$ cat config.mk
export PLATFORM = sky130hd
export DESIGN_NAME = isfl_status
export DESIGN_NICKNAME = d
export VERILOG_FILES = /design/src/hw/isfl_pkg.sv /design/src/hw/isfl_status.sv
export SDC_FILE = /design/constraint.sdc
export NUM_CORES = 1
export LEC_CHECK = 0
export BUFFER_PORTS_ARGS = -buffer_cell sky130_fd_sc_hd__clkbuf_2
export CORE_ASPECT_RATIO = 0.5
export CORE_MARGIN = 3
export CORE_UTILIZATION = 48
export CTS_CLUSTER_SIZE = 20
export DETAILED_ROUTE_END_ITERATION = 10
export PLACE_DENSITY = 0.81
export SLEW_MARGIN = 20
export SYNTH_ARGS = -nofsm -noshare
export SYNTH_HDL_FRONTEND = slang
export SYNTH_SLANG_ARGS = --single-unit
$ cat constraint.sdc
create_clock -name ref_clk_i -period 3.2 [get_ports ref_clk_i]
set_clock_uncertainty 0.05 [all_clocks]
set_input_delay 0.32 -clock ref_clk_i [delete_from_list [all_inputs] [get_ports ref_clk_i]]
set_output_delay 0.32 -clock ref_clk_i [all_outputs]
set_load 0.05 [all_outputs]
$ cat src/hw/isfl_pkg.sv
package isfl_pkg;
    // register byte addresses
    localparam logic [7:0] CTRL_ADDR     = 8'h60;
    localparam logic [7:0] IRQ_STAT_ADDR = 8'h64;
    localparam logic [7:0] IRQ_MASK_ADDR = 8'h68;
    localparam logic [7:0] STATUS_ADDR   = 8'h70;
    localparam logic [7:0] TXLVL_ADDR    = 8'h74;
    localparam int         ADDR_W        = 8;

    // control register fields
    localparam int CTRL_EN_BIT    = 0;
    localparam int CTRL_STALL_BIT = 1;
    localparam int CTRL_W         = 2;

    // status register fields
    localparam int ST_BUSY      = 0;
    localparam int ST_TX_ROOM   = 1;
    localparam int ST_TX_EMPTY  = 2;
    localparam int ST_RX_NE     = 3;
    localparam int ST_RX_FULL   = 4;
    localparam int ST_CTRL_BUSY = 5;
    localparam int ST_TGT_BUSY  = 6;
    localparam int ST_TX_STALL  = 7;
    localparam int ST_RX_STALL  = 8;
    localparam int ST_W         = 9;

    // interrupt event bits
    localparam int EV_ABORT      = 0;
    localparam int EV_BULK_ABORT = 1;
    localparam int EV_STALL_END  = 2;
    localparam int EV_SCL_DRY    = 3;
    localparam int EV_W          = 4;

    // transmit queue
    localparam int             CNT_W    = 3;
    localparam logic [2:0]     TX_DEPTH = 3'h7;
    localparam logic [2:0]     CNT_ONE  = 3'h1;
    localparam logic [2:0]     CNT_ZERO = 3'h0;

    // ahb encodings
    localparam logic [1:0] HTRANS_NONSEQ = 2'h2;
    localparam logic [1:0] HTRANS_SEQ    = 2'h3;
endpackage

$ cat src/hw/isfl_status.sv
// Chosen here: the AHB-Lite slave port.
module isfl_status (
    // clock and reset
    input  wire logic        ref_clk_i,
    input  wire logic        rstn_i,
    // ahb-lite slave
    input  wire logic        hsel_i,
    input  wire logic [7:0]  haddr_i,
    input  wire logic [1:0]  htrans_i,
    input  wire logic        hwrite_i,
    input  wire logic [2:0]  hsize_i,
    input  wire logic [31:0] hwdata_i,
    input  wire logic        hready_i,
    output logic             hreadyout_o,
    output logic             hresp_o,
    output logic [31:0]      hrdata_o,
    // protocol engine side
    input  wire logic        ctrl_fsm_idle_i,
    input  wire logic        target_fsm_idle_i,
    input  wire logic        ctrl_writing_i,
    input  wire logic        last_cmd_stop_i,
    input  wire logic        rx_byte_waiting_i,
    input  wire logic        rx_queue_full_i,
    input  wire logic        rx_queue_nonempty_i,
    input  wire logic        tx_push_i,
    input  wire logic        tx_pop_i,
    input  wire logic        transmit_abort_event_i,
    input  wire logic        target_bulk_abort_i,
    // bus clock pin
    input  wire logic        scl_i,
    // outputs
    output logic             peripheral_enable_o,
    output logic             rx_full_bus_stall_option_o,
    output logic             tx_queue_full_o,
    output logic [2:0]       tx_queue_count_o,
    output logic             ctrl_rx_full_stall_o,
    output logic             ctrl_tx_empty_stall_o,
    output logic             irq_o
);
    logic [1:0]                     scl_sync_q, scl_sync_d;
    logic                           scl_prev_q, scl_prev_d;
    logic [isfl_pkg::CNT_W-1:0]     cnt_q, cnt_d;
    logic [isfl_pkg::CTRL_W-1:0]    ctrl_q, ctrl_d;
    logic [isfl_pkg::EV_W-1:0]      ev_q, ev_d, mask_q, mask_d, ev_set;
    logic                           stall_q, stall_d;
    logic                           wr_q, wr_d;
    logic [isfl_pkg::ADDR_W-1:0]    addr_q, addr_d;
    logic [31:0]                    rdata_q, rdata_d;
    logic [isfl_pkg::ST_W-1:0]      status;
    logic                           en, tx_empty, tx_full, push_ok, pop_ok;
    logic                           rx_stall, tx_stall, scl_fall, acc;

    assign en       = ctrl_q[isfl_pkg::CTRL_EN_BIT];
    assign tx_empty = (cnt_q == isfl_pkg::CNT_ZERO);
    assign tx_full  = (cnt_q == isfl_pkg::TX_DEPTH);
    // pushes into a full queue and pops from an empty one are dropped
    assign push_ok  = tx_push_i && !tx_full;
    assign pop_ok   = tx_pop_i && !tx_empty;
    assign scl_fall = scl_prev_q && !scl_sync_q[1];

    // a hold is only real while the engine keeps the clock line low
    assign rx_stall = en && ctrl_q[isfl_pkg::CTRL_STALL_BIT] && !ctrl_fsm_idle_i
                      && rx_queue_full_i && rx_byte_waiting_i
                      && !scl_sync_q[1];
    assign tx_stall = en && !ctrl_fsm_idle_i && ctrl_writing_i && tx_empty
                      && !last_cmd_stop_i && !scl_sync_q[1];

    always_comb
    begin
        status                         = '0;
        status[isfl_pkg::ST_RX_STALL]  = rx_stall;
        status[isfl_pkg::ST_TX_STALL]  = tx_stall;
        status[isfl_pkg::ST_TGT_BUSY]  = !target_fsm_idle_i;
        status[isfl_pkg::ST_CTRL_BUSY] = !ctrl_fsm_idle_i;
        status[isfl_pkg::ST_BUSY]      = !target_fsm_idle_i
                                         || !ctrl_fsm_idle_i;
        status[isfl_pkg::ST_RX_FULL]   = rx_queue_full_i;
        status[isfl_pkg::ST_RX_NE]     = en && rx_queue_nonempty_i;
        status[isfl_pkg::ST_TX_EMPTY]  = !en || tx_empty;
        status[isfl_pkg::ST_TX_ROOM]   = !en || !tx_full;
    end

    // events: status bits themselves never feed the interrupt
    always_comb
    begin
        ev_set                          = '0;
        ev_set[isfl_pkg::EV_ABORT]      = transmit_abort_event_i;
        ev_set[isfl_pkg::EV_BULK_ABORT] = target_bulk_abort_i;
        ev_set[isfl_pkg::EV_STALL_END]  = stall_q && !(rx_stall || tx_stall);
        ev_set[isfl_pkg::EV_SCL_DRY]    = scl_fall && en && tx_empty
                                          && !ctrl_fsm_idle_i;
    end

    assign acc = hsel_i && hready_i
                 && (htrans_i == isfl_pkg::HTRANS_NONSEQ
                     || htrans_i == isfl_pkg::HTRANS_SEQ);

    always_comb
    begin
        scl_sync_d = {scl_sync_q[0], scl_i};
        scl_prev_d = scl_sync_q[1];
        stall_d    = rx_stall || tx_stall;
        // clear has priority over push and pop
        if (!en || transmit_abort_event_i || target_bulk_abort_i)
            cnt_d = isfl_pkg::CNT_ZERO;
        else if (push_ok && !pop_ok)
            cnt_d = cnt_q + isfl_pkg::CNT_ONE;
        else if (pop_ok && !push_ok)
            cnt_d = cnt_q - isfl_pkg::CNT_ONE;
        else
            cnt_d = cnt_q;
        ctrl_d  = ctrl_q;
        mask_d  = mask_q;
        ev_d    = ev_q | ev_set;
        wr_d    = 1'b0;
        addr_d  = addr_q;
        rdata_d = '0;
        if (wr_q)
        begin
            if (addr_q == isfl_pkg::CTRL_ADDR)
                ctrl_d = hwdata_i[isfl_pkg::CTRL_W-1:0];
            if (addr_q == isfl_pkg::IRQ_MASK_ADDR)
                mask_d = hwdata_i[isfl_pkg::EV_W-1:0];
        end
        if (acc)
        begin
            wr_d   = hwrite_i;
            addr_d = haddr_i;
            if (!hwrite_i)
            begin
                unique case (haddr_i)
                    isfl_pkg::CTRL_ADDR:
                        rdata_d[isfl_pkg::CTRL_W-1:0] = ctrl_q;
                    isfl_pkg::IRQ_STAT_ADDR:
                    begin
                        rdata_d[isfl_pkg::EV_W-1:0] = ev_q;
                        // read clears, but a new event still lands
                        ev_d = ev_set;
                    end
                    isfl_pkg::IRQ_MASK_ADDR:
                        rdata_d[isfl_pkg::EV_W-1:0] = mask_q;
                    // plain read, nothing else moves
                    isfl_pkg::STATUS_ADDR:
                        rdata_d[isfl_pkg::ST_W-1:0] = status;
                    isfl_pkg::TXLVL_ADDR:
                        rdata_d[isfl_pkg::CNT_W-1:0] = cnt_q;
                    default:
                        rdata_d = '0;
                endcase
            end
        end
    end

    always_ff @(posedge ref_clk_i or negedge rstn_i)
    begin
        if (!rstn_i)
        begin
            scl_sync_q <= 2'h3;
            scl_prev_q <= 1'b1;
            stall_q    <= 1'b0;
            cnt_q      <= isfl_pkg::CNT_ZERO;
            ctrl_q     <= '0;
            mask_q     <= '0;
            ev_q       <= '0;
            wr_q       <= 1'b0;
            addr_q     <= '0;
            rdata_q    <= '0;
        end
        else
        begin
            scl_sync_q <= scl_sync_d;
            scl_prev_q <= scl_prev_d;
            stall_q    <= stall_d;
            cnt_q      <= cnt_d;
            ctrl_q     <= ctrl_d;
            mask_q     <= mask_d;
            ev_q       <= ev_d;
            wr_q       <= wr_d;
            addr_q     <= addr_d;
            rdata_q    <= rdata_d;
        end
    end

    // zero wait states; hsize is not checked, word access is assumed
    assign hreadyout_o                = 1'b1;
    assign hresp_o                    = 1'b0;
    assign hrdata_o                   = rdata_q;
    assign peripheral_enable_o        = en;
    assign rx_full_bus_stall_option_o = ctrl_q[isfl_pkg::CTRL_STALL_BIT];
    assign tx_queue_full_o            = tx_full;
    assign tx_queue_count_o           = cnt_q;
    assign ctrl_rx_full_stall_o       = rx_stall;
    assign ctrl_tx_empty_stall_o      = tx_stall;
    assign irq_o                      = |(ev_q & mask_q);

    // checks
    rx_stall_opt_a: assert property (@(posedge ref_clk_i) disable iff (!rstn_i)
        ctrl_rx_full_stall_o |-> rx_full_bus_stall_option_o
        && rx_queue_full_i && !ctrl_fsm_idle_i)
        else $error("rx stall without its cause");
    tx_stall_cause_a: assert property (@(posedge ref_clk_i) disable iff (!rstn_i)
        ctrl_tx_empty_stall_o |-> tx_queue_count_o == 3'h0
        && !last_cmd_stop_i && ctrl_writing_i)
        else $error("tx stall without its cause");
    busy_or_a: assert property (@(posedge ref_clk_i) disable iff (!rstn_i)
        status[isfl_pkg::ST_BUSY] == (status[isfl_pkg::ST_TGT_BUSY]
        || status[isfl_pkg::ST_CTRL_BUSY]))
        else $error("busy is not the or of both");
    busy_track_a: assert property (@(posedge ref_clk_i) disable iff (!rstn_i)
        $fell(ctrl_fsm_idle_i) |-> status[isfl_pkg::ST_CTRL_BUSY]
        && status[isfl_pkg::ST_BUSY])
        else $error("controller busy missed");
    tgt_busy_a: assert property (@(posedge ref_clk_i) disable iff (!rstn_i)
        status[isfl_pkg::ST_TGT_BUSY] != target_fsm_idle_i)
        else $error("target busy wrong");
    rx_flags_a: assert property (@(posedge ref_clk_i) disable iff (!rstn_i)
        status[isfl_pkg::ST_RX_FULL] == rx_queue_full_i)
        else $error("rx full flag wrong");
    tx_flags_a: assert property (@(posedge ref_clk_i) disable iff (!rstn_i)
        en |-> status[isfl_pkg::ST_TX_EMPTY] == (cnt_q == 3'h0)
        && status[isfl_pkg::ST_TX_ROOM] == (cnt_q != 3'h7)
        && status[isfl_pkg::ST_RX_NE] == rx_queue_nonempty_i)
        else $error("queue flags wrong");
    count_step_a: assert property (@(posedge ref_clk_i) disable iff (!rstn_i)
        en && tx_push_i && !tx_pop_i && cnt_q != 3'h7
        && !transmit_abort_event_i && !target_bulk_abort_i
        ##1 en |-> cnt_q == $past(cnt_q) + 3'h1)
        else $error("count did not step up");
    count_clear_a: assert property (@(posedge ref_clk_i) disable iff (!rstn_i)
        transmit_abort_event_i || target_bulk_abort_i || !en
        |=> cnt_q == 3'h0)
        else $error("count did not clear");
    disable_force_a: assert property (@(posedge ref_clk_i) disable iff (!rstn_i)
        !en |-> status[isfl_pkg::ST_TX_ROOM] && status[isfl_pkg::ST_TX_EMPTY]
        && !status[isfl_pkg::ST_RX_NE])
        else $error("disable did not force flags");
    level_read_a: assert property (@(posedge ref_clk_i) disable iff (!rstn_i)
        acc && !hwrite_i && haddr_i == isfl_pkg::TXLVL_ADDR
        |=> hrdata_o == {29'h0, $past(cnt_q)})
        else $error("level read wrong");
    status_quiet_a: assert property (@(posedge ref_clk_i) disable iff (!rstn_i)
        acc && !hwrite_i && haddr_i == isfl_pkg::STATUS_ADDR
        |=> ev_q == $past(ev_q | ev_set) && cnt_q == $past(cnt_d))
        else $error("status read had a side effect");

    full_cov: cover property (@(posedge ref_clk_i) disable iff (!rstn_i)
        tx_full ##1 pop_ok);
    stall_cov: cover property (@(posedge ref_clk_i) disable iff (!rstn_i)
        tx_stall ##[1:20] !tx_stall);
    irq_cov: cover property (@(posedge ref_clk_i) disable iff (!rstn_i)
        $rose(irq_o));
endmodule

# After elaboration in Yosys (flattened, before gate mapping)
# Index checks and enable logic that the tools add are counted.
# word_totals
output_inout_bits	43
n_memories	0
mem_bits_ro	0
ff_bits	58
latch_bits	0
ramBits	0
inputBits	62
# op_classes
n_shift	0
n_bitwise	2
div	0
eq_ne	10
n_reduce_logical	44
order_cmp	0
addsub	2
multipliers	0
mux	13
# op_table
op	count
equality test 8 x 7 -> 1 bit, second input constant	7
logical AND 1 bit	22
2-to-1 mux 9 bit	2
2-to-1 mux 4 bit	3
logical NOT 1 bit	10
case mux 2 bit (5 select lines)	1
2-to-1 mux 3 bit	3
logical OR 1 bit	7
2-to-1 mux 5 bit	1
AND 4 bit	1
equality test 2 bit, second input constant	2
bitwise OR 4 bit	1
case mux 1 bit (4 select lines)	1
AND reduction 2 bit	2
OR reduction 4 bit	1
adder 3 x 1 -> 3 bit, second input constant	1
equality test 3 bit, second input constant	1
logical NOT 3 bit	1
case mux 1 bit (3 select lines)	1
nonzero test 3 bit	1
subtractor 3 x 1 -> 3 bit, second input constant	1
2-to-1 mux 1 bit	1

# Depth between registers and ports, before layout
# logic_depth
depth_word	13
mapped_depth	8

# Worst setup path before layout
# No wires, ideal clock.
# synth_path
kind	flip-flop to flip-flop
startpoint	reg cnt_q, in the netlist tx_queue_count_o[0]
endpoint	reg cnt_q, in the netlist tx_queue_count_o[1]
setup_slack_ps	855
path_stages_with_launch	9
arrival_ps	2159
path_buffers	0
required_ps	3014
setup_ps	136
path_cell_list	dfrtp_1 > or2_2 > a21oi_1 > o21ai_0 > fa_1 > nor2_1 > a21oi_1 > o2111ai_1 > a21oi_1
# synth_via
elab_chain_len	7
elab_cells_between_ends	16
classes_between	2 x add/sub; 1 x eq/ne; 3 x mux; 10 x reduce/logical
# synth_rtl
item	line	rtl
start, declared	isfl_status.sv:42	logic [isfl_pkg::CNT_W-1:0] cnt_q, cnt_d;
start signal, assigned	isfl_status.sv:161	cnt_q <= isfl_pkg::CNT_ZERO;
start signal, assigned	isfl_status.sv:174	cnt_q <= cnt_d;
parallel branches: the longest is 7 deep, another holds subtractor 3 x 1 -> 3 bit	-	
# Several ways; the timed one is not identified. The select of a mux whose other input is x is not followed.
# A chain may end at the register's enable or synchronous reset.

# Worst setup path in the final report
# layout_path
startpoint	reg cnt_q, in the netlist tx_queue_count_o[1]
endpoint	reg cnt_q, in the netlist tx_queue_count_o[1]
# The elaborated chain is that of the path after synthesis.

==> flow_summary_export.csv <==
group,metric,value,unit
status,status,"complete, no violations",
route,totalWireLength,3840,um
yosys,synth_mux_area_share,11.1,%
yosys,yosysTopAreaCellShare,41.1,%
critical_path,reg2reg_slack,0.80,ns
yosys,yosys_warnings,0,
cts,clk_latency,0.28,ns
route,ant_nets,0,
final_layout,fillers,318,
floorplan,die-area,4910,um2
yosys,ys_seq_area_share,45.1,%
yosys,synth_xor_area_share,0.449,%
final_layout,final_cell_mix,"clkbuf_2, dfrtp_1, conb_1, nor2_1, nand2_1",
route,drcViolationCount,0,
placed_design,dp_hpwl,2940,um
yosys,ys_ff_latch,35,
placed_design,portBuffers,47,
critical_path,cp_max_fo,14,
critical_path,crit_chain,"or2_2, a21oi_1, o21ai_0, fa_1, nor2_1, a21oi_1, o2111ai_1, a21oi_1",
timing,maxSlewHeadroom,43.5,%
pwr,p_per_area,430,nW/um2
timing,tns,0,ns
critical_path,crit_top_cell,"a21oi_1",
placed_design,dp.cells,281,
pwr,irDropWorstVdd,0.160,mV
cts,clock_sinks,35,
timing,timing.final.crit_period,2.40,ns
critical_path,cpPeakStageDelay,0.58,ns
timing,finalSetupViolCount,0,
grt,grt_pass1_vias,1380,
job,max-cap-violations,0,
cts,cts_max_level,2,
yosys,syn_area,1950,um2
yosys,avgSynthCellArea,10.2,um2
route,wl_per_cell,13.3,um
critical_path,crit_required,3.36,ns
timing,hold_violations,0,
cts,cts_setup_buffers,0,
grt,grt_max_degree,36,
critical_path,crit_end,"tx_queue_count_o[1]",
pwr,p_switching,0.000277,W
floorplan,start_util,53.3,%
yosys,synth_cell_type_count,44,
timing,slew_violations,0,
critical_path,end_kind,"register",
grt,grt_pass1_wl,6340,um
cts,cts_buffers,5,
floorplan,die_y,51.1,um
final_layout,final_common_cell,"clkbuf_2",
floorplan,io_pins,105,
grt,grt_overflow,0,
floorplan,num_rows,15,
route,vias,1476,
final_layout,nets,300,
pwr,power_frac_clock,31.2,%
cts,cts-root-buf,"clkbuf_8",
route,first_pass_iters,4,
timing,rsz0062_at_grt,"no",
floorplan,core,3660,um2
pwr,p_leak,1.10,nW
route,drt_iter0_markers,75,
yosys,synth_cells,191,
grt,grt_usage,16.9,%
yosys,synth_adder_area_share,1.03,%
timing,fin_crit_sh,74.9,%
floorplan,die_w,96.1,um
yosys,synth_ff_type,"dfrtp_1",
timing,fmax,417,MHz
grt,antenna_found_initial,0,
critical_path,startpoint,"tx_queue_count_o[1]",
critical_path,timing.rr.start,"tx_queue_count_o[1]",
yosys,synth.area.top_cells,"dfrtp_1, buf_4, mux2_2",
critical_path,critPathLaunchType,"register",
critical_path,worstPathArrival,2.56,ns
cts,cts_resized,0,
final_layout,fin_cells,289,
yosys,synth_edf_count,0,
pwr,power.share.switching,29.2,%
final_layout,num_antenna_cells,0,
yosys,synth_compound_area_share,12.1,%
critical_path,worstSetupPathType,"register to register",
pwr,p_int,0.000672,W
critical_path,r2r_end,"tx_queue_count_o[1]",
yosys,synth_top_cell_by_area,"dfrtp_1",
cts,clk_path_buf_depth,2,
cts,clk_pin_slew,0.07,ns
final_layout,syn_to_final_growth,13.4,%
critical_path,cp_slowest_cell,"fa_1",
timing,worst_slew_pin_slew,0.848,ns
critical_path,r2r_cells,8,
placed_design,gp_congestion,0.875,
cts,tritoncts,"yes",
yosys,synth-async-reset-ratio,100,%
pwr,combPwrFrac,17.4,%
yosys,synthSimpleGateAreaFrac,17.9,%
cts,hold_buffers,0,
pwr,pwr-share-seq,51.4,%
final_layout,layout-drive-gt1-share,33.2,%
yosys,synth_top_family_by_area,"simple AND/OR/NAND/NOR gates",
route,vias_per_cell,5.11,
worst_hold_path,hold_path.class,"input port to register",
==> metal layers <==
layer	GRT usage, %	vias up	part of all wire [%]
met2	26.9	55	47
met5	0	-	0
met3	5.29	2	6.4
met4	2.83	0	0.26
li1	-	720	-
met1	23.0	699	47
==> power by group through the flow <==
stage	combinational, W	sequential [W]	clock, W
after floorplan	0.000147	0.000493	0
after global placement	0.000161	0.000494	0
after detailed placement	0.000165	0.000495	0
after CTS	0.000165	0.000488	0.000305
after global routing	0.000179	0.000491	0.000332
final	0.000165	0.000488	0.000297
==> worst min-delay path by stage <==
stage                    endpoint  depth (start not counted)           from
floorplan               addr_q[0]                          0         rstn_i
CTS                 scl_sync_q[0]                          1          scl_i
finish              scl_sync_q[0]                          1          scl_i
detailed placement  scl_sync_q[1]                          0  scl_sync_q[0]
global route        scl_sync_q[0]                          1          scl_i
global placement    scl_sync_q[1]                          0  scl_sync_q[0]
==> critical path: cells and delay by family, from the launching register on <==
family / cells / cell delay [ns]
fa+ha+maj: 1 / 0.58
simple gates: 2 / 0.47
flops: 1 / 0.54
compound gates: 5 / 0.69
==> state kept, by name (all words and copies together) (netlist names) <==
| register | flops |
|---|---|
| ev_q | 4 |
| mask_q | 4 |
| hrdata_o | 9 |
| addr_q | 8 |
| wr_q | 1 |
| scl_sync_q | 2 |
| tx_queue_count_o | 3 |
| stall_q | 1 |
| ctrl_q | 2 |
| scl_prev_q | 1 |
==> cells by family (layout without fill, tap and decap cells) <==
| logic type | Yosys count | in the layout |
|---|---|---|
| flops | 35 | 35 |
| fa+ha+maj | 1 | 1 |
| other cells | 2 | 25 |
| compound gates | 35 | 35 |
| xor+xnor | 1 | 1 |
| buf+inv | 37 | 61 |
| simple gates | 63 | 63 |
| mux | 17 | 17 |
==> cell usage after synthesis, types with 2 or more instances <==
cell,instances
a21o_1,2
nand3_1,4
dfstp_2,3
or2_2,2
nand2b_1,2
nor4_1,4
mux2_4,4
or4b_4,2
nor2_1,15
nor2b_1,5
a21oi_1,7
o21ai_0,9
a22oi_1,3
nor3b_1,2
and3_1,2
buf_4,25
conb_1,2
o211ai_1,3
nand3b_1,4
nand2_1,14
clkbuf_1,7
dfrtp_1,32
mux2_2,11
nor3_1,3
inv_1,5
==> area by class of cell <==
class                   count  area (um2)  share of cell area [%]
well taps                  51        63.8                    2.89
flip-flops and latches     35         880                    39.8
multi-input cells         142         923                    41.8
clock inverters             1        5.00                   0.227
clock buffers               7        76.3                    3.45
repair buffers             48         243                    11.0
inverters                   5        18.8                   0.849
==> metrics by stage <==
stage	total power [W]	util [%]	worst slack (ns)	hold slack, ns	cell area [um2]
2_1_floorplan	0.000640	-	0.855	-0.0256	2040
3_3_place_gp	0.000655	58.2	0.921	0.296	2130
3_5_place_dp	0.000660	58.2	0.832	0.301	2130
4_1_cts	0.000957	60.4	0.777	0.0594	2210
5_1_grt	0.00100	60.4	0.574	0.0489	2210
6_report	0.000950	60.4	0.802	0.0694	2210
(Power assumes the default switching activity.)
